File: src/rtl/sdl_pkg.sv
package sdl_pkg;
  // Character framing
  localparam int unsigned DATA_BITS      = 8;
  localparam int unsigned CHAR_BITS      = 10;
  localparam int unsigned STOP_IDX       = 9;
  // Sync character 80H holds eight low bit times
  localparam int unsigned SYNC_LOW_BITS  = 8;
  localparam int unsigned SYNC_SHIFT     = 3;
  // Break sizes in bit times, and the sent break in characters
  localparam int unsigned BREAK_BITS     = 9;
  localparam int unsigned BREAK_TX_CHARS = 4;
  localparam int unsigned BREAK_TX_BITS  = BREAK_TX_CHARS * CHAR_BITS;
  localparam int unsigned IDX_W          = 6;
  // Slowest bit rate is the system clock divided by this
  localparam int unsigned MIN_BAUD_DIV   = 512;
  // Runtime counter
  localparam int unsigned RUN_W          = 16;
  localparam logic [15:0] RUN_ZERO       = 16'h0000;
  localparam logic [15:0] RUN_MAX        = 16'hffff;
  // Register map, 8-bit data
  localparam logic [2:0] ADDR_CTRL   = 3'h0;
  localparam logic [2:0] ADDR_STATUS = 3'h1;
  localparam logic [2:0] ADDR_RXDATA = 3'h2;
  localparam logic [2:0] ADDR_TXDATA = 3'h3;
  localparam logic [2:0] ADDR_RUN_LO = 3'h4;
  localparam logic [2:0] ADDR_RUN_HI = 3'h5;
  localparam int unsigned CTRL_DBG_BIT   = 7;
  localparam int unsigned CTRL_BRKEN_BIT = 6;
  localparam int unsigned STS_LOCK_BIT   = 0;
  localparam int unsigned STS_RXFULL_BIT = 1;
  localparam int unsigned STS_BUSY_BIT   = 2;
  localparam int unsigned STS_BRK_BIT    = 3;
  localparam int unsigned STS_FRM_BIT    = 4;
  localparam int unsigned STS_COL_BIT    = 5;
  localparam int unsigned STS_DBG_BIT    = 6;
  localparam logic [7:0]  BYTE_ZERO      = 8'h00;
  // Link sequencer states
  typedef enum logic [2:0]
  {
    ST_IDLE    = 3'b000,
    ST_RX      = 3'b001,
    ST_TX      = 3'b010,
    ST_BREAK   = 3'b011,
    ST_WAIT_HI = 3'b100
  } sdl_link_e;
endpackage

File: src/rtl/sdl_baud.sv
module sdl_baud #(
  parameter int unsigned MAX_BIT_DIV = sdl_pkg::MIN_BAUD_DIV,
  parameter int unsigned BIT_W       = $clog2(MAX_BIT_DIV + 1),
  parameter int unsigned CNT_W       = $clog2(sdl_pkg::BREAK_BITS
                                              * MAX_BIT_DIV + 1)
) (
  input  wire logic             i_clock,
  input  wire logic             i_rst_n,
  input  wire logic             i_clear,
  input  wire logic             i_line,
  output logic                  o_locked,
  output logic [BIT_W-1:0]      o_bit_cycles
);
  localparam logic [CNT_W-1:0] SYNC_MAX =
    CNT_W'(sdl_pkg::SYNC_LOW_BITS * MAX_BIT_DIV);
  localparam logic [BIT_W-1:0] BIT_ONE = BIT_W'(1);

  logic             meas_q, meas_d, lock_q, lock_d, prev_q;
  logic [CNT_W-1:0] cnt_q, cnt_d;
  logic [BIT_W-1:0] bit_q, bit_d, bit_raw;

  // Time the low stretch of the sync character, bit time is one eighth
  always_comb
  begin
    meas_d  = meas_q;
    lock_d  = lock_q;
    cnt_d   = cnt_q;
    bit_d   = bit_q;
    bit_raw = BIT_W'(cnt_q >> sdl_pkg::SYNC_SHIFT);
    if (i_clear)
    begin
      meas_d = 1'b0;
      lock_d = 1'b0;
      cnt_d  = '0;
    end
    else if (!lock_q)
    begin
      if (!meas_q && prev_q && !i_line)
      begin
        meas_d = 1'b1;
        cnt_d  = CNT_W'(1);
      end
      else if (meas_q && !i_line)
        cnt_d = cnt_q + CNT_W'(cnt_q != '1);
      else if (meas_q)
      begin
        meas_d = 1'b0;
        // Too long for a sync: a break, so keep waiting
        lock_d = (cnt_q <= SYNC_MAX);
        bit_d  = (bit_raw == '0) ? BIT_ONE : bit_raw;
      end
    end
  end

  always_ff @(posedge i_clock)
  begin
    if (!i_rst_n)
    begin
      meas_q <= 1'b0;
      lock_q <= 1'b0;
      cnt_q  <= '0;
      bit_q  <= BIT_ONE;
      prev_q <= 1'b0; // Line low through reset is no sync edge
    end
    else
    begin
      meas_q <= meas_d;
      lock_q <= lock_d;
      cnt_q  <= cnt_d;
      bit_q  <= bit_d;
      prev_q <= i_line;
    end
  end

  assign o_locked     = lock_q;
  assign o_bit_cycles = bit_q;
endmodule

File: src/rtl/sdl_runtime.sv
module sdl_runtime #(
  parameter int unsigned W = sdl_pkg::RUN_W
) (
  input  wire logic          i_clock,
  input  wire logic          i_rst_n,
  input  wire logic          i_debug_mode,
  output logic [W-1:0]       o_count
);
  logic         run_q, run_d, prev_q;
  logic [W-1:0] cnt_q, cnt_d;

  // Restart from zero on leaving debug mode, freeze on entry or at top
  always_comb
  begin
    run_d = run_q;
    cnt_d = cnt_q;
    if (prev_q && !i_debug_mode)
    begin
      run_d = 1'b1;
      cnt_d = W'(sdl_pkg::RUN_ZERO);
    end
    else if (i_debug_mode || cnt_q == W'(sdl_pkg::RUN_MAX))
      run_d = 1'b0;
    else if (run_q)
      cnt_d = cnt_q + W'(1);
  end

  always_ff @(posedge i_clock)
  begin
    if (!i_rst_n)
    begin
      run_q  <= 1'b0;
      cnt_q  <= W'(sdl_pkg::RUN_ZERO);
      prev_q <= 1'b0;
    end
    else
    begin
      run_q  <= run_d;
      cnt_q  <= cnt_d;
      prev_q <= i_debug_mode;
    end
  end

  assign o_count = cnt_q;
endmodule

File: src/rtl/sdl_top.sv
// Behaviour
// - One open-drain line, half duplex: send and receive never overlap.
// - Character: low start, eight data bits LSB first, high stop.
// - After reset nothing is sent until the host has sent data.
// - Time the eight low bits of 80H, set the bit generator.
// - Bit rates down to clock divided by 512 are supported.
// - Nine low bit times reset autobaud; host resends 80H.
// - Flag received break, low stop bit and transmit collision.
// - On error drop the character, send four-character break, reset baud.
// - Host break resets only autobaud, control and debug mode kept.
// - Unit stays in reset until the line returns high.
// - Debug mode halts fetch; clock and peripherals keep running.
// - Entering debug mode ends halt; watchdog refreshed while in it.
// - Enter on break opcode, or if line low in last reset cycle.
// - Leave on control bit written 0, or on any system reset.
// - Line low during stop mode requests a system reset.
// - Break opcode enters debug mode if enabled, else is a no-op.
// - 16-bit cycle counter runs outside debug mode, stops at FFFFH; from reset it holds 0000H until the first debug exit.
// - Counter starts each interval at 0000H and never wraps.
//
// Chosen here: the address-and-strobe port and the register offsets.
module sdl_top #(
  parameter int unsigned MAX_BIT_DIV = sdl_pkg::MIN_BAUD_DIV
) (
  input  wire logic        i_clock,
  input  wire logic        i_rst_n,
  input  wire logic        i_line_in,
  output logic             o_line_out,
  output logic             o_line_oe,
  input  wire logic        i_brk_decode,
  input  wire logic        i_stop_mode,
  input  wire logic        i_wdt_enable,
  output logic             o_debug_mode,
  output logic             o_fetch_halt,
  output logic             o_halt_exit,
  output logic             o_wdt_refresh,
  output logic             o_sys_reset_req,
  input  wire logic [2:0]  i_reg_addr,
  input  wire logic [7:0]  i_reg_wdata,
  input  wire logic        i_reg_wr,
  input  wire logic        i_reg_rd,
  output logic [7:0]       o_reg_rdata
);
  localparam int unsigned BIT_W = $clog2(MAX_BIT_DIV + 1);
  localparam int unsigned CNT_W = $clog2(sdl_pkg::BREAK_BITS
                                         * MAX_BIT_DIV + 1);
  localparam int unsigned IW    = sdl_pkg::IDX_W;

  sdl_pkg::sdl_link_e st_q, st_d;
  logic [BIT_W-1:0]  tmr_q, tmr_d, bit_cyc, bit_m1, bit_half;
  logic [IW-1:0]     idx_q, idx_d;
  logic [CNT_W-1:0]  low_q, low_d, brk_lim;
  logic [7:0]        rsh_q, rsh_d, rxd_q, rxd_d;
  logic [9:0]        tsh_q, tsh_d;
  logic              oe_q, oe_d, exp1_q, exp2_q;
  logic              line_m_q, line_s_q, line_p_q, strap_q;
  logic              baud_lock, baud_clear, tick, fall, col, tx_go;
  logic              rx_new, e_brk, e_frm, e_col;
  logic              dbg_q, dbg_d, brken_q, brken_d, rel_q;
  logic              hexit_q, hexit_d, rreq_q;
  logic              rxf_q, rxf_d, sbrk_q, sbrk_d, sfrm_q, sfrm_d;
  logic              scol_q, scol_d;
  logic [7:0]        rdata_q, rdata_d;
  logic [15:0]       run_cnt;

  // Two-flop synchroniser, and the level caught during reset
  always_ff @(posedge i_clock)
  begin
    line_m_q <= i_line_in;
    line_s_q <= line_m_q;
    line_p_q <= line_s_q;
    if (!i_rst_n)
      strap_q <= !line_s_q;
  end

  // Held clear from the end of our break until the host lets go
  assign baud_clear = (st_q == sdl_pkg::ST_WAIT_HI);

  sdl_baud #(
    .MAX_BIT_DIV (MAX_BIT_DIV),
    .BIT_W       (BIT_W),
    .CNT_W       (CNT_W)
  ) u_baud (
    .i_clock      (i_clock),
    .i_rst_n      (i_rst_n),
    .i_clear      (baud_clear),
    .i_line       (line_s_q),
    .o_locked     (baud_lock),
    .o_bit_cycles (bit_cyc)
  );

  sdl_runtime #(
    .W (sdl_pkg::RUN_W)
  ) u_run (
    .i_clock      (i_clock),
    .i_rst_n      (i_rst_n),
    .i_debug_mode (dbg_q),
    .o_count      (run_cnt)
  );

  // Bit timing derived from the measured bit time
  assign bit_m1   = bit_cyc - BIT_W'(1);
  assign bit_half = bit_cyc >> 1;
  assign brk_lim  = CNT_W'(bit_cyc * sdl_pkg::BREAK_BITS);
  assign tick     = (tmr_q == '0);
  assign fall     = line_p_q && !line_s_q;
  // Line seen low two cycles after we released it: someone else drives
  assign col      = exp2_q && !line_s_q;
  // Nothing goes out before the host has sent its sync
  assign tx_go    = i_reg_wr && i_reg_addr == sdl_pkg::ADDR_TXDATA
                    && baud_lock && !fall;

  // Link sequencer: one state for receive and send keeps it half duplex
  always_comb
  begin
    st_d   = st_q;
    idx_d  = idx_q;
    rsh_d  = rsh_q;
    tsh_d  = tsh_q;
    rxd_d  = rxd_q;
    rx_new = 1'b0;
    e_brk  = 1'b0;
    e_frm  = 1'b0;
    e_col  = 1'b0;
    tmr_d  = tick ? bit_m1 : tmr_q - BIT_W'(1);
    low_d  = line_s_q ? '0 : low_q + CNT_W'(low_q != '1);
    case (st_q)
      sdl_pkg::ST_IDLE:
      begin
        if (baud_lock && fall)
        begin
          st_d  = sdl_pkg::ST_RX;
          tmr_d = bit_half;
          idx_d = '0;
        end
        else if (tx_go)
        begin
          st_d  = sdl_pkg::ST_TX;
          tsh_d = {1'b1, i_reg_wdata, 1'b0};
          tmr_d = bit_m1;
          idx_d = '0;
        end
      end
      sdl_pkg::ST_RX:
      begin
        if (low_q >= brk_lim)
          e_brk = 1'b1;
        else if (tick)
        begin
          idx_d = idx_q + IW'(1);
          if (idx_q == '0 && line_s_q)
            st_d = sdl_pkg::ST_IDLE;
          else if (idx_q == IW'(sdl_pkg::STOP_IDX))
          begin
            st_d = sdl_pkg::ST_IDLE;
            if (line_s_q)
            begin
              rx_new = 1'b1;
              rxd_d  = rsh_q;
            end
            else
              e_frm = 1'b1;
          end
          else if (idx_q != '0)
            rsh_d = {line_s_q, rsh_q[7:1]};
        end
      end
      sdl_pkg::ST_TX:
      begin
        if (col)
          e_col = 1'b1;
        else if (tick)
        begin
          tsh_d = {1'b1, tsh_q[9:1]};
          idx_d = idx_q + IW'(1);
          if (idx_q == IW'(sdl_pkg::STOP_IDX))
            st_d = sdl_pkg::ST_IDLE;
        end
      end
      sdl_pkg::ST_BREAK:
      begin
        if (tick)
        begin
          idx_d = idx_q + IW'(1);
          if (idx_q == IW'(sdl_pkg::BREAK_TX_BITS - 1))
            st_d = sdl_pkg::ST_WAIT_HI;
        end
      end
      sdl_pkg::ST_WAIT_HI:
      begin
        if (line_s_q)
          st_d = sdl_pkg::ST_IDLE;
      end
      default:
        st_d = sdl_pkg::ST_IDLE;
    endcase
    // Any error drops the character and answers with a long break
    if (e_brk || e_frm || e_col)
    begin
      st_d  = sdl_pkg::ST_BREAK;
      idx_d = '0;
      tmr_d = bit_m1;
    end
    oe_d = (st_d == sdl_pkg::ST_BREAK)
           || (st_d == sdl_pkg::ST_TX && !tsh_d[0]);
  end

  always_ff @(posedge i_clock)
  begin
    if (!i_rst_n)
    begin
      st_q   <= sdl_pkg::ST_IDLE;
      tmr_q  <= '0;
      idx_q  <= '0;
      low_q  <= '0;
      rsh_q  <= sdl_pkg::BYTE_ZERO;
      rxd_q  <= sdl_pkg::BYTE_ZERO;
      tsh_q  <= '1;
      oe_q   <= 1'b0;
      exp1_q <= 1'b0;
      exp2_q <= 1'b0;
    end
    else
    begin
      st_q   <= st_d;
      tmr_q  <= tmr_d;
      idx_q  <= idx_d;
      low_q  <= low_d;
      rsh_q  <= rsh_d;
      rxd_q  <= rxd_d;
      tsh_q  <= tsh_d;
      oe_q   <= oe_d;
      exp1_q <= !oe_q && st_q == sdl_pkg::ST_TX;
      exp2_q <= exp1_q && st_q == sdl_pkg::ST_TX;
    end
  end

  // Control, flags and read data; hardware set wins over software clear
  always_comb
  begin
    dbg_d   = dbg_q;
    brken_d = brken_q;
    rxf_d   = rxf_q;
    sbrk_d  = sbrk_q;
    sfrm_d  = sfrm_q;
    scol_d  = scol_q;
    rdata_d = sdl_pkg::BYTE_ZERO;
    if (i_reg_wr && i_reg_addr == sdl_pkg::ADDR_CTRL)
    begin
      dbg_d   = i_reg_wdata[sdl_pkg::CTRL_DBG_BIT];
      brken_d = i_reg_wdata[sdl_pkg::CTRL_BRKEN_BIT];
    end
    if (i_brk_decode && brken_q)
      dbg_d = 1'b1;
    if (!rel_q)
      dbg_d = strap_q;
    if (i_reg_wr && i_reg_addr == sdl_pkg::ADDR_STATUS)
    begin
      sbrk_d = sbrk_q && !i_reg_wdata[sdl_pkg::STS_BRK_BIT];
      sfrm_d = sfrm_q && !i_reg_wdata[sdl_pkg::STS_FRM_BIT];
      scol_d = scol_q && !i_reg_wdata[sdl_pkg::STS_COL_BIT];
    end
    if (i_reg_rd && i_reg_addr == sdl_pkg::ADDR_RXDATA)
      rxf_d = 1'b0;
    rxf_d  = rxf_d || rx_new;
    sbrk_d = sbrk_d || e_brk;
    sfrm_d = sfrm_d || e_frm;
    scol_d = scol_d || e_col;
    hexit_d = dbg_d && !dbg_q;
    if (i_reg_rd)
    begin
      case (i_reg_addr)
        sdl_pkg::ADDR_CTRL:
        begin
          rdata_d[sdl_pkg::CTRL_DBG_BIT]   = dbg_q;
          rdata_d[sdl_pkg::CTRL_BRKEN_BIT] = brken_q;
        end
        sdl_pkg::ADDR_STATUS:
        begin
          rdata_d[sdl_pkg::STS_LOCK_BIT]   = baud_lock;
          rdata_d[sdl_pkg::STS_RXFULL_BIT] = rxf_q;
          rdata_d[sdl_pkg::STS_BUSY_BIT]   = (st_q != sdl_pkg::ST_IDLE);
          rdata_d[sdl_pkg::STS_BRK_BIT]    = sbrk_q;
          rdata_d[sdl_pkg::STS_FRM_BIT]    = sfrm_q;
          rdata_d[sdl_pkg::STS_COL_BIT]    = scol_q;
          rdata_d[sdl_pkg::STS_DBG_BIT]    = dbg_q;
        end
        sdl_pkg::ADDR_RXDATA: rdata_d = rxd_q;
        sdl_pkg::ADDR_RUN_LO: rdata_d = run_cnt[7:0];
        sdl_pkg::ADDR_RUN_HI: rdata_d = run_cnt[15:8];
        default:              rdata_d = sdl_pkg::BYTE_ZERO;
      endcase
    end
  end

  // System reset of any source clears debug mode and the control bits
  always_ff @(posedge i_clock)
  begin
    if (!i_rst_n)
    begin
      dbg_q   <= 1'b0;
      brken_q <= 1'b0;
      rel_q   <= 1'b0;
      hexit_q <= 1'b0;
      rreq_q  <= 1'b0;
      rxf_q   <= 1'b0;
      sbrk_q  <= 1'b0;
      sfrm_q  <= 1'b0;
      scol_q  <= 1'b0;
      rdata_q <= sdl_pkg::BYTE_ZERO;
    end
    else
    begin
      dbg_q   <= dbg_d;
      brken_q <= brken_d;
      rel_q   <= 1'b1;
      hexit_q <= hexit_d;
      rreq_q  <= i_stop_mode && !line_s_q;
      rxf_q   <= rxf_d;
      sbrk_q  <= sbrk_d;
      sfrm_q  <= sfrm_d;
      scol_q  <= scol_d;
      rdata_q <= rdata_d;
    end
  end

  // Open drain: only ever pull low
  assign o_line_out      = 1'b0;
  assign o_line_oe       = oe_q;
  assign o_debug_mode    = dbg_q;
  assign o_fetch_halt    = dbg_q;
  assign o_wdt_refresh   = dbg_q && i_wdt_enable;
  assign o_halt_exit     = hexit_q;
  assign o_sys_reset_req = rreq_q;
  assign o_reg_rdata     = rdata_q;
endmodule

File: config.mk
export PLATFORM = sky130hd
export DESIGN_NAME = sdl_top
export DESIGN_NICKNAME = d
export VERILOG_FILES = /design/src/rtl/sdl_pkg.sv /design/src/rtl/sdl_baud.sv /design/src/rtl/sdl_runtime.sv /design/src/rtl/sdl_top.sv
export SDC_FILE = /design/constraint.sdc
export NUM_CORES = 1
export LEC_CHECK = 0
export BUFFER_PORTS_ARGS = -buffer_cell sky130_fd_sc_hd__buf_2
export CAP_MARGIN = 20
export CELL_PAD_IN_SITES_DETAIL_PLACEMENT = 2
export CELL_PAD_IN_SITES_GLOBAL_PLACEMENT = 2
export CORE_MARGIN = 4
export CORE_UTILIZATION = 34
export CTS_CLUSTER_DIAMETER = 120
export DETAILED_ROUTE_END_ITERATION = 16
export PLACE_DENSITY = 0.72
export SETUP_SLACK_MARGIN = 0.1
export SLEW_MARGIN = 5
export SYNTH_ARGS = -nofsm -noshare
export SYNTH_HDL_FRONTEND = slang
export SYNTH_SLANG_ARGS = --single-unit
File: constraint.sdc
create_clock -name i_clock -period 4.1 [get_ports i_clock]
set_clock_uncertainty 0.15 [all_clocks]
set_input_delay 0.82 -clock i_clock [delete_from_list [all_inputs] [get_ports i_clock]]
set_output_delay 0.82 -clock i_clock [all_outputs]
set_load 0.05 [all_outputs]
======== Word level (Yosys, flattened, before mapping) ========
Cells that the tools add are included.
cells by class
  $add $sub $neg .......................... 6
  multipliers ............................. 1
  $lt $le $gt $ge ......................... 2
  equality and inequality tests ........... 23
  mux-type cells .......................... 67
  bitwise operators ....................... 9
  reductions and logical operators ........ 65
operators with widths
  cell                                                 count
  two-way mux 10 bit                                   10
  case mux 6 bit (4 select lines)                      2
  two-way mux 3 bit                                    12
  two-way mux 1 bit                                    32
  two-way mux 6 bit                                    5
  adder 13 x 1 -> 13 bit                               2
  two-way mux 13 bit                                   2
  inequality test 13 bit (second input constant)       2
  logical AND 1 bit                                    24
  zero test 10 bit                                     2
  case mux 10 bit (2 select lines)                     1
  subtractor 10 x 1 -> 10 bit (second input constant)  2
  == test 3 x 2 -> 1 bit (second input constant)       6
  adder 16 x 1 -> 16 bit (second input constant)       1
  == test 16 bit (second input constant)               1
  case mux 3 bit (5 select lines)                      1
  >= comparator 13 bit                                 1
  <= comparator 13 bit (second input constant)         1
  multiplier 10 x 4 -> 13 bit (second input constant)  1
  AND reduction 6 bit                                  2
  inequality test 2 bit (second input constant)        5
  AND reduction 5 bit                                  2
  == test 3 bit (second input constant)                3
  zero test 1 bit                                      9
  other kinds (19)                                     44
word-level totals
  register bits ........................... 126
  input bits .............................. 19
  output and inout port bits .............. 15
  logic and storage cells ................. 206

======== Logic depth before layout (Yosys ltp) ========
Gate-level depths: netlist of the first run.
  depth after elaboration ................. 12
  mapped depth ............................ 21
  gate-level depth less buffers ........... 19

======== Hierarchy ========
Synthesis of the first run repeated with hierarchy kept, for this count alone.
unflattened totals
  cells, all modules ...................... 802
  area, all modules ....................... 6,821.5 um2
modules (own cells, without submodules)
  module       times used  cells an instance  area each (um2)  seq. area each (um2)
  sdl_top      1           545                4,649.5          1,651.6
  sdl_baud     1           143                1,178.6          520.5
  sdl_runtime  1           114                993.5            360.3

======== Worst setup path after synthesis of the first run ========
No wires, ideal clock.
  path type ............................... reg2reg
  start point ............................. reg u_baud.bit_q[4] (netlist: u_baud.o_bit_cycles[4])
  end point ............................... reg idx_q[2]
  library setup time ...................... 0.118 ns
  arrival ................................. 3.913 ns
  data required time ...................... 3.832 ns
  slack ................................... -0.081 ns
  cell stages (with the launch flop) ...... 22
  path buffers ............................ 2
  period minus slack after synthesis ...... 4.181 ns
  cell sequence ........................... dfxtp_1 ha_1 ha_1 inv_1 fa_1 nor2b_1 o21ai_0 a21boi_0 o21ai_0 a21oi_1 o21ai_0 xor2_1 ha_1 and4_1 nand2_1 or3_1 and4_1 or2_1 buf_2 buf_6 nand4_1 nor2_1
on the way
  word-level cells in the longest chain between the ends .. 7
  elaborated cells on any way between the ends .. 11
  those cells by class .................... 1 x mul; 1 x order compare; 1 x eq/ne; 4 x mux; 4 x reduce/logical
ends and longest elaborated chain
  item                                 RTL line        RTL
  start: declaration                   sdl_baud.sv:20  logic [BIT_W-1:0] bit_q, bit_d, bit_raw;
  start signal: assignment             sdl_baud.sv:70  bit_q <= bit_d;
  multiplier 10 x 4 -> 13 bit *        sdl_top.sv:104  assign brk_lim = CNT_W'(bit_cyc * sdl_pkg::BREAK_BITS);
  >= comparator 13 bit *               sdl_top.sv:146  if (low_q >= brk_lim)
  two-way mux 1 bit                    sdl_top.sv:146
  two-way mux 1 bit                    sdl_top.sv:127  case (st_q)
  logical OR 1 bit (2 in a row)        sdl_top.sv:198  if (e_brk || e_frm || e_col)
  OR reduction 2 bit (no source line)  n/a
  end signal: assignment               sdl_top.sv:227  idx_q <= idx_d;
  end: declaration                     sdl_top.sv:51   logic [IW-1:0] idx_q, idx_d;
Every way passes the cells marked *; elsewhere a longest branch is shown, timed or not.
A chain may end at the register's enable or synchronous reset.

======== Worst setup path in the final report of the first run ========
  start point ............................. reg u_baud.bit_q[4] (netlist: u_baud.o_bit_cycles[4])
  end point ............................... reg idx_q[1]
The elaborated chain is that of the path after synthesis.

==> results.yml, run 1 <==
placement:
  gp_congestion: 0.785
  dp_cells: 1044
  place_worst_setup_slack_ns: -0.387
  dp_hpwl_um: 15200
  placed_area_mm2: 0.00709
  portBuffers: 32
status:
  run_status: "complete, no violations"
sta:
  fin_tns_setup_ns: 0
  maxSlewViolCount: 0
  hold_violations: 0
  setup_ws_ns: 0.00155
  holdWs_ns: 0.187
  fin_crit_sh: 1.00
  grt_setup_unrepaired: "yes"
  finalSetupViolations: 0
  slew_headroom: 0.284
  max_freq_mhz: 244
  worst_pin_slew_ns: 1.07
  period_minus_slack_ns: 4.10
drt:
  drtIter0Drc: 225
  routedWlPerCell_um: 19.3
  viasPerCell: 5.32
  routed_wirelength_um: 20900
  via_count: 5772
  drc: 0
  firstDrtPassIters: 4
  ant_nets: 0
cells_and_area:
  layout.cells.non_filler: 1084
  nNetsFinal: 868
  final_util: 0.420
  final_area_mm2: 0.00791
  diodes: 0
  layout-drive-gt1-share: 0.174
  n_fill_cell: 2095
  syn_to_final_growth_pct: 21.0
setup_path:
  arrival_ns: 4.30
  worstRegToRegCells: 19
  end_kind: "flip-flop"
  crit_type: "reg2reg"
  crit_path_start_kind: "flip-flop"
  path_max_fanout: 5
  critPathRequiredTime_ns: 4.30
synthesis:
  synth-seq-cells: 126
  synth_cell_type_count: 65
  ys_warn_count: 0
  synth_top_area_frac: 0.383
  synth_cells: 760
  synth.avg_cell_area_um2: 8.61
  yosysSeqAreaShare: 0.387
  synth_top_flop_cell: "dfxtp_1"
  ys_async_sr_fraction: 0
  synth_area_leaders: "dfxtp_1 (38%), ha_1 (7.1%), mux2i_1 (5.5%)"
  netlist_area_mm2: 0.00654
  synth-edff-count: 1
  synthesis.nets: 817
  synth_area_leader_cell: "dfxtp_1"
pwr:
  power_mw: 3.34
  vdd_drop_max_v: 0.000300
  pwr_density_cell_mw_per_mm2: 422
  leakage_nw: 3.05
cts:
  numCtsBuffers: 17
  cts_tree: "done"
  cts.sinks: 126
  hold_buffers: 0
  h-tree-depth: 4
  clk_pin_slew_ns: 0.06
  clock_path_buffers: 2
  cts-root-buf: "clkbuf_16"
  clk_latency_ns: 0.42
min_path:
  hold_path_class: "reg2reg"
  hold_path_depth: 0
global_route:
  grtUsageTotal: 0.197
  grt_pass1_vias: 6437
  antenna_found_initial: 0
  grt_pass1_wl_um: 34300
  grt_max_degree: 48
  grt-ovfl-total: 0
floorplanning:
  core_area_mm2: 0.0188
  design.die.area_mm2: 0.0215
  die_y_um: 147
  dieWidth_um: 147
  io_pins: 34
  rows: 50
  start_util: 0.347
flow_run:
  drv_cap: 0
synth_stat cells (all sizes together) (7+ instances only):
cell and n:
inv 24, nor3 17, a31oi 8, nand4 12, nand2b 7, a21oi 35
o21ai 25, or3 9, mux2i 36, dfxtp 125, nor2 96, ha 37
xnor2 25, nand2 91, nand3 37, and3 15, clkbuf 21, xor2 32
a221o 8, buf 12
routing by layer:
layer,up-vias,global-route usage,wire (µm),share of wire
met2,58,0.347,10600,0.50
met4,0,0.0579,372,0.018
li1,2779,-,-,-
met5,-,0,0,0
met1,2908,0.244,9510,0.45
met3,27,0.0386,508,0.024
logic make-up after synthesis:
kind of cell / synth area share
and+or+nand+nor: 0.242
DFF: 0.387
muxes: 0.0585
adders and majority gates: 0.0738
other: 0.000573
AOI/OAI and AO/OA: 0.125
buffers and inverters: 0.0365
xor gates and xnor gates: 0.0763
final cells by class:
| cell class | count | area, µm² | area share |
|---|---|---|---|
| Clock buffer | 17 | 425 | 0.0538 |
| Clock inverter | 15 | 114 | 0.0144 |
| Inverter | 25 | 93.8 | 0.0119 |
| Multi-Input combinational cell | 577 | 3990 | 0.504 |
| Sequential cell | 126 | 2530 | 0.320 |
| Tap cell | 260 | 325 | 0.0411 |
| Timing Repair Buffer | 64 | 435 | 0.0550 |
placed cells by master, fill, tap and decap left out, types with 4 or more instances in the layout:
| master | count |
|---|---|
| mux2i_1 | 35 |
| dfxtp_1 | 123 |
| clkbuf_16 | 17 |
| o211ai_1 | 5 |
| nor3_1 | 16 |
| or3_1 | 7 |
| clkinv_2 | 4 |
| o22a_1 | 6 |
| o21a_1 | 5 |
| clkinvlp_4 | 4 |
| and2_1 | 4 |
| xnor2_1 | 25 |
| a22oi_1 | 5 |
| buf_2 | 32 |
| a31oi_1 | 5 |
| buf_6 | 6 |
| and4_1 | 4 |
| buf_4 | 25 |
| ha_1 | 33 |
| a221o_1 | 8 |
| ha_4 | 4 |
| nand2b_1 | 7 |
| nand4_1 | 11 |
| xor2_1 | 32 |
| nor4_1 | 5 |
| nor2_1 | 93 |
| nand2_1 | 89 |
| nor4b_1 | 4 |
| inv_1 | 22 |
| nand3_1 | 36 |
| and3_1 | 14 |
| o21ai_0 | 18 |
| a21o_1 | 4 |
| nor2b_1 | 5 |
| a21oi_1 | 31 |
timing repair:
action                     in CTS  in global routing
cloned                          1                  0
gates resized for setup        35                 16
buffers inserted                4                  3
setup endpoints to repair      38                 38
pin swaps                      20                 27
where the power goes:
group / switching [mW] / internal (mW)
Clock: 0.601 / 0.778
Combinational: 0.365 / 0.246
Sequential: 0.0682 / 1.28
critical path, cell delays in order (launching register included):
cell      delay (ns)
dfxtp_2         0.33
ha_4            0.27
ha_4            0.13
inv_2           0.04
fa_2            0.34
nor2b_2         0.12
o21ai_2         0.07
a21boi_2        0.14
o21ai_2         0.09
a21oi_2         0.17
o21ai_2         0.07
xor2_1          0.16
ha_1            0.34
buf_6           0.14
a21oi_4         0.11
o221a_4         0.24
a31oi_4         0.10
or3_4           0.37
or4b_4          0.49
a21oi_2         0.15
state kept, by name, indices dropped and copies added (netlist names), 3 cells and up:
name                 cells
rsh_q                    8
tsh_q                   10
rxd_q                    8
st_q                     3
u_baud.o_bit_cycles     10
o_reg_rdata              8
u_baud.cnt_q            13
u_run.o_count           16
low_q                   13
tmr_q                   10
idx_q                    6
worst paths after layout:
check	start	to	slack, ns
hold / removal	line_m_q$_DFF_P_	line_s_q$_DFF_P_	0.19
setup / recovery	u_baud.o_bit_cycles[4]$_SDFFE_PN0P_	idx_q[1]$_SDFFE_PP0P_	0.002
setup reg to reg	u_baud.o_bit_cycles[4]$_SDFFE_PN0P_	idx_q[1]$_SDFFE_PP0P_	0.002
hold reg to reg	line_m_q$_DFF_P_	line_s_q$_DFF_P_	0.19
Note: power is estimated with default switching activity, not from simulation.
==> inputs of run 2 (changes only) <==
--- a/config.mk
+++ b/config.mk
@@ -5,17 +5,18 @@
 export SDC_FILE = /design/constraint.sdc
 export NUM_CORES = 1
 export LEC_CHECK = 0
-export BUFFER_PORTS_ARGS = -buffer_cell sky130_fd_sc_hd__buf_2
 export CAP_MARGIN = 20
 export CELL_PAD_IN_SITES_DETAIL_PLACEMENT = 2
 export CELL_PAD_IN_SITES_GLOBAL_PLACEMENT = 2
 export CORE_MARGIN = 4
-export CORE_UTILIZATION = 34
+export CORE_UTILIZATION = 36
 export CTS_CLUSTER_DIAMETER = 120
 export DETAILED_ROUTE_END_ITERATION = 16
-export PLACE_DENSITY = 0.72
+export DONT_BUFFER_PORTS = 1
+export PLACE_DENSITY = 0.74
 export SETUP_SLACK_MARGIN = 0.1
 export SLEW_MARGIN = 5
 export SYNTH_ARGS = -nofsm -noshare
 export SYNTH_HDL_FRONTEND = slang
+export SYNTH_HIERARCHICAL = 1
 export SYNTH_SLANG_ARGS = --single-unit
==> run 2 against run 1 <==
  * The flow now finishes with violations (negative setup slack)
  * Clock power up 14%
  * Sequential cell count unchanged
  * Utilization up 2.3 points
  * Sequential power about the same
  * Worst hold slack worse by 0.0083 ns
  * Critical path type unchanged
  * Largest power group unchanged
==> results.yml, run 2 <==
cells_and_area:
  layout-drive-gt1-share: 0.175
  final_common_cell: "dfxtp_1"
  n_fill_cell: 1974
  final_cell_mix: "dfxtp_1 (120), nand2_1 (90), nor2_1 (65)"
  nNetsFinal: 891
  final_area_mm2: 0.00826
  final_util: 0.443
  diodes: 0
  syn_to_final_growth_pct: 21.0
  largest_reg_flops: 16
placement:
  gp_congestion: 0.816
  dp_hpwl_um: 15800
  portBuffers: 0
  placed_area_mm2: 0.00726
setup_path:
  crit_path_start_kind: "flip-flop"
  arrival_ns: 4.33
  end_kind: "flip-flop"
  path_max_fanout: 5
  critPathRequiredTime_ns: 4.23
  worstRegToRegCells: 20
  crit_type: "reg2reg"
  reg2reg_slack_ns: -0.10
  r2r_end: "rxd_q[6]$_SDFFE_PN0P_"
  r2r_start: "u_baud/o_bit_cycles[4]$_SDFFE_PN0P_"
global_route:
  grtUsageTotal: 0.212
  grt_pass1_wl_um: 37000
  grt-ovfl-total: 0
  grt_pass1_vias: 6892
  grt_max_degree: 30
  antenna_found_initial: 0
drt:
  viasPerCell: 5.80
  wl_met3_um: 858
  drtIter0Drc: 285
  routed.top_layer: "met4"
  wl_met2_um: 11900
  drc: 0
  routed_wirelength_um: 23300
  ant_nets: 0
  firstDrtPassIters: 6
  routedWlPerCell_um: 21.5
  wl_met1_um: 10300
  via_count: 6268
pwr:
  leakage_nw: 2.97
  pwr_density_cell_mw_per_mm2: 422
  vdd_drop_max_v: 0.000310
sta:
  hold_violations: 0
  max_freq_mhz: 238
  slew_headroom: 0.351
  worst_pin_slew_ns: 0.972
  fin_crit_sh: 1.03
  period_minus_slack_ns: 4.20
  grt_setup_unrepaired: "yes"
  maxSlewViolCount: 0
  finalSetupViolations: 11
  setup_ws_ns: -0.103
status:
  run_status: "finished, violations left"
  violations: "negative setup slack"
flow_run:
  drv_cap: 0
synthesis:
  synth-seq-cells: 126
  synth_top_area_frac: 0.367
  synth_cells: 802
  synth_top_flop_cell: "dfxtp_1"
  netlist_area_mm2: 0.00682
  synth-edff-count: 1
  ys_async_sr_fraction: 0
  synth.avg_cell_area_um2: 8.51
  yosysMostFrequentCell: "dfxtp_1"
  synthesis.nets: 859
  synth_common_cells: "dfxtp_1 (125), nand2_1 (90), nor2_1 (66)"
  ys_warn_count: 6
  synth_area_leader_cell: "dfxtp_1"
  yosysSeqAreaShare: 0.371
  synth_cell_type_count: 80
  synth_area_leaders: "dfxtp_1 (37%), ha_1 (6.8%), nand2_1 (5.0%)"
min_path:
  min_to: "line_s_q$_DFF_P_"
  hold_path_class: "reg2reg"
  holdCritStartpoint: "line_m_q$_DFF_P_"
  hold_path_depth: 0
floorplanning:
  rows: 50
  design.die.area_mm2: 0.0212
  dieWidth_um: 146
  die_y_um: 146
  io_pins: 34
  core_area_mm2: 0.0186
  start_util: 0.366
cts:
  cts_tree: "done"
  numCtsBuffers: 17
  cts.sinks: 126
  cts-root-buf: "clkbuf_16"
  clk_pin_slew_ns: 0.06
  clock_path_buffers: 2
  h-tree-depth: 4
  clk_latency_ns: 0.43
[run 2: changes by cell type after synthesis, moves of 7 or more]
cell	delta
a21oi_1	+29
a22oi_1	+7
inv_1	+10
mux2i_1	-15
nand3_1	-10
nand4_1	+7
nor2_1	-28
o21ai_0	+8
o22ai_1	+12
or3_1	+14
or4_1	+7
xnor2_1	-9
xor2_1	-14
[run 2: critical path, cell delays in order (launching register included)]
cell	delay, ns
dfxtp_2	0.34
ha_4	0.29
ha_4	0.15
inv_4	0.04
fa_2	0.34
nor2b_2	0.14
o21ai_2	0.07
a21boi_1	0.17
o21ai_1	0.12
nor4b_4	0.15
a211oi_2	0.21
ha_1	0.28
nand4_1	0.19
inv_2	0.08
buf_6	0.12
a211o_4	0.33
nor4b_4	0.30
buf_6	0.17
buf_12	0.13
mux2i_2	0.21
nor2_1	0.06
[run 2: routing by layer]
| metal | vias to the layer above | GRT usage |
|---|---|---|
| li1 | 2980 | - |
| met1 | 3172 | 0.265 |
| met2 | 98 | 0.378 |
| met3 | 18 | 0.0367 |
| met4 | 0 | 0.0565 |
| met5 | - | 0 |
[run 2: cells by family after synthesis]
group	count (synthesis)	synth area share
xor gates and xnor gates	34	0.0437
DFF	126	0.371
other	1	0.000550
and+or+nand+nor	335	0.264
muxes	23	0.0358
adders and majority gates	38	0.0708
buffers and inverters	64	0.0415
AOI/OAI and AO/OA	181	0.172
[run 2: area by class of cell]
class,instances,area (µm²),share of cell area
sequential,126,2540,0.308
tap,234,293,0.0355
multi-input combinational,612,4290,0.519
timing repair buffer,44,402,0.0487
inverter,33,126,0.0153
clock inverter,15,185,0.0224
clock buffer,17,425,0.0515
[run 2: how the worst max path moves through the flow]
stage	endpoint	slack, ns	start
after global routing	rxd_q[6]$_SDFFE_PN0P_	-0.31	u_baud/o_bit_cycles[4]$_SDFFE_PN0P_
after global placement	idx_q[5]$_SDFFE_PP0P_	-0.01	u_baud/o_bit_cycles[1]$_SDFFE_PN0P_
after CTS	rxd_q[3]$_SDFFE_PN0P_	0.06	u_baud/o_bit_cycles[1]$_SDFFE_PN0P_
after floorplan	tmr_q[9]$_SDFF_PN0_	0.12	u_baud/o_bit_cycles[4]$_SDFFE_PN0P_
after detailed placement	tmr_q[9]$_SDFF_PN0_	-0.29	u_baud/o_bit_cycles[1]$_SDFFE_PN0P_
final	rxd_q[6]$_SDFFE_PN0P_	-0.10	u_baud/o_bit_cycles[4]$_SDFFE_PN0P_
[run 2: repair_timing]
action	in CTS	in global routing
endpoints found under the setup margin	39	38
setup buffers	6	5
endpoints found under the hold margin	0	0
gates cloned	1	0
pin swaps	25	23
resized for setup	37	37
hold buffers	0	0
[run 2: metrics by stage]
stage	power (mW)	hold slack (ns)	setup slack, ns	setup TNS [ns]	std cells
detailed placement	1.90	0.165	-0.291	-8.22	1037
finish	3.49	0.178	-0.103	-0.713	1081
global route	3.65	0.182	-0.308	-6.20	1081
CTS	3.49	0.179	0.0569	0	1076
global placement	1.87	0.166	-0.0138	-0.0539	1037
floorplan	1.76	0.160	0.118	0	802
[run 2: power breakdown]
part           total [mW]  switching, mW  internal (mW)
Sequential           1.34         0.0636           1.28
Combinational       0.562          0.319          0.244
Clock                1.58          0.619          0.963
Total                3.49           1.00           2.48
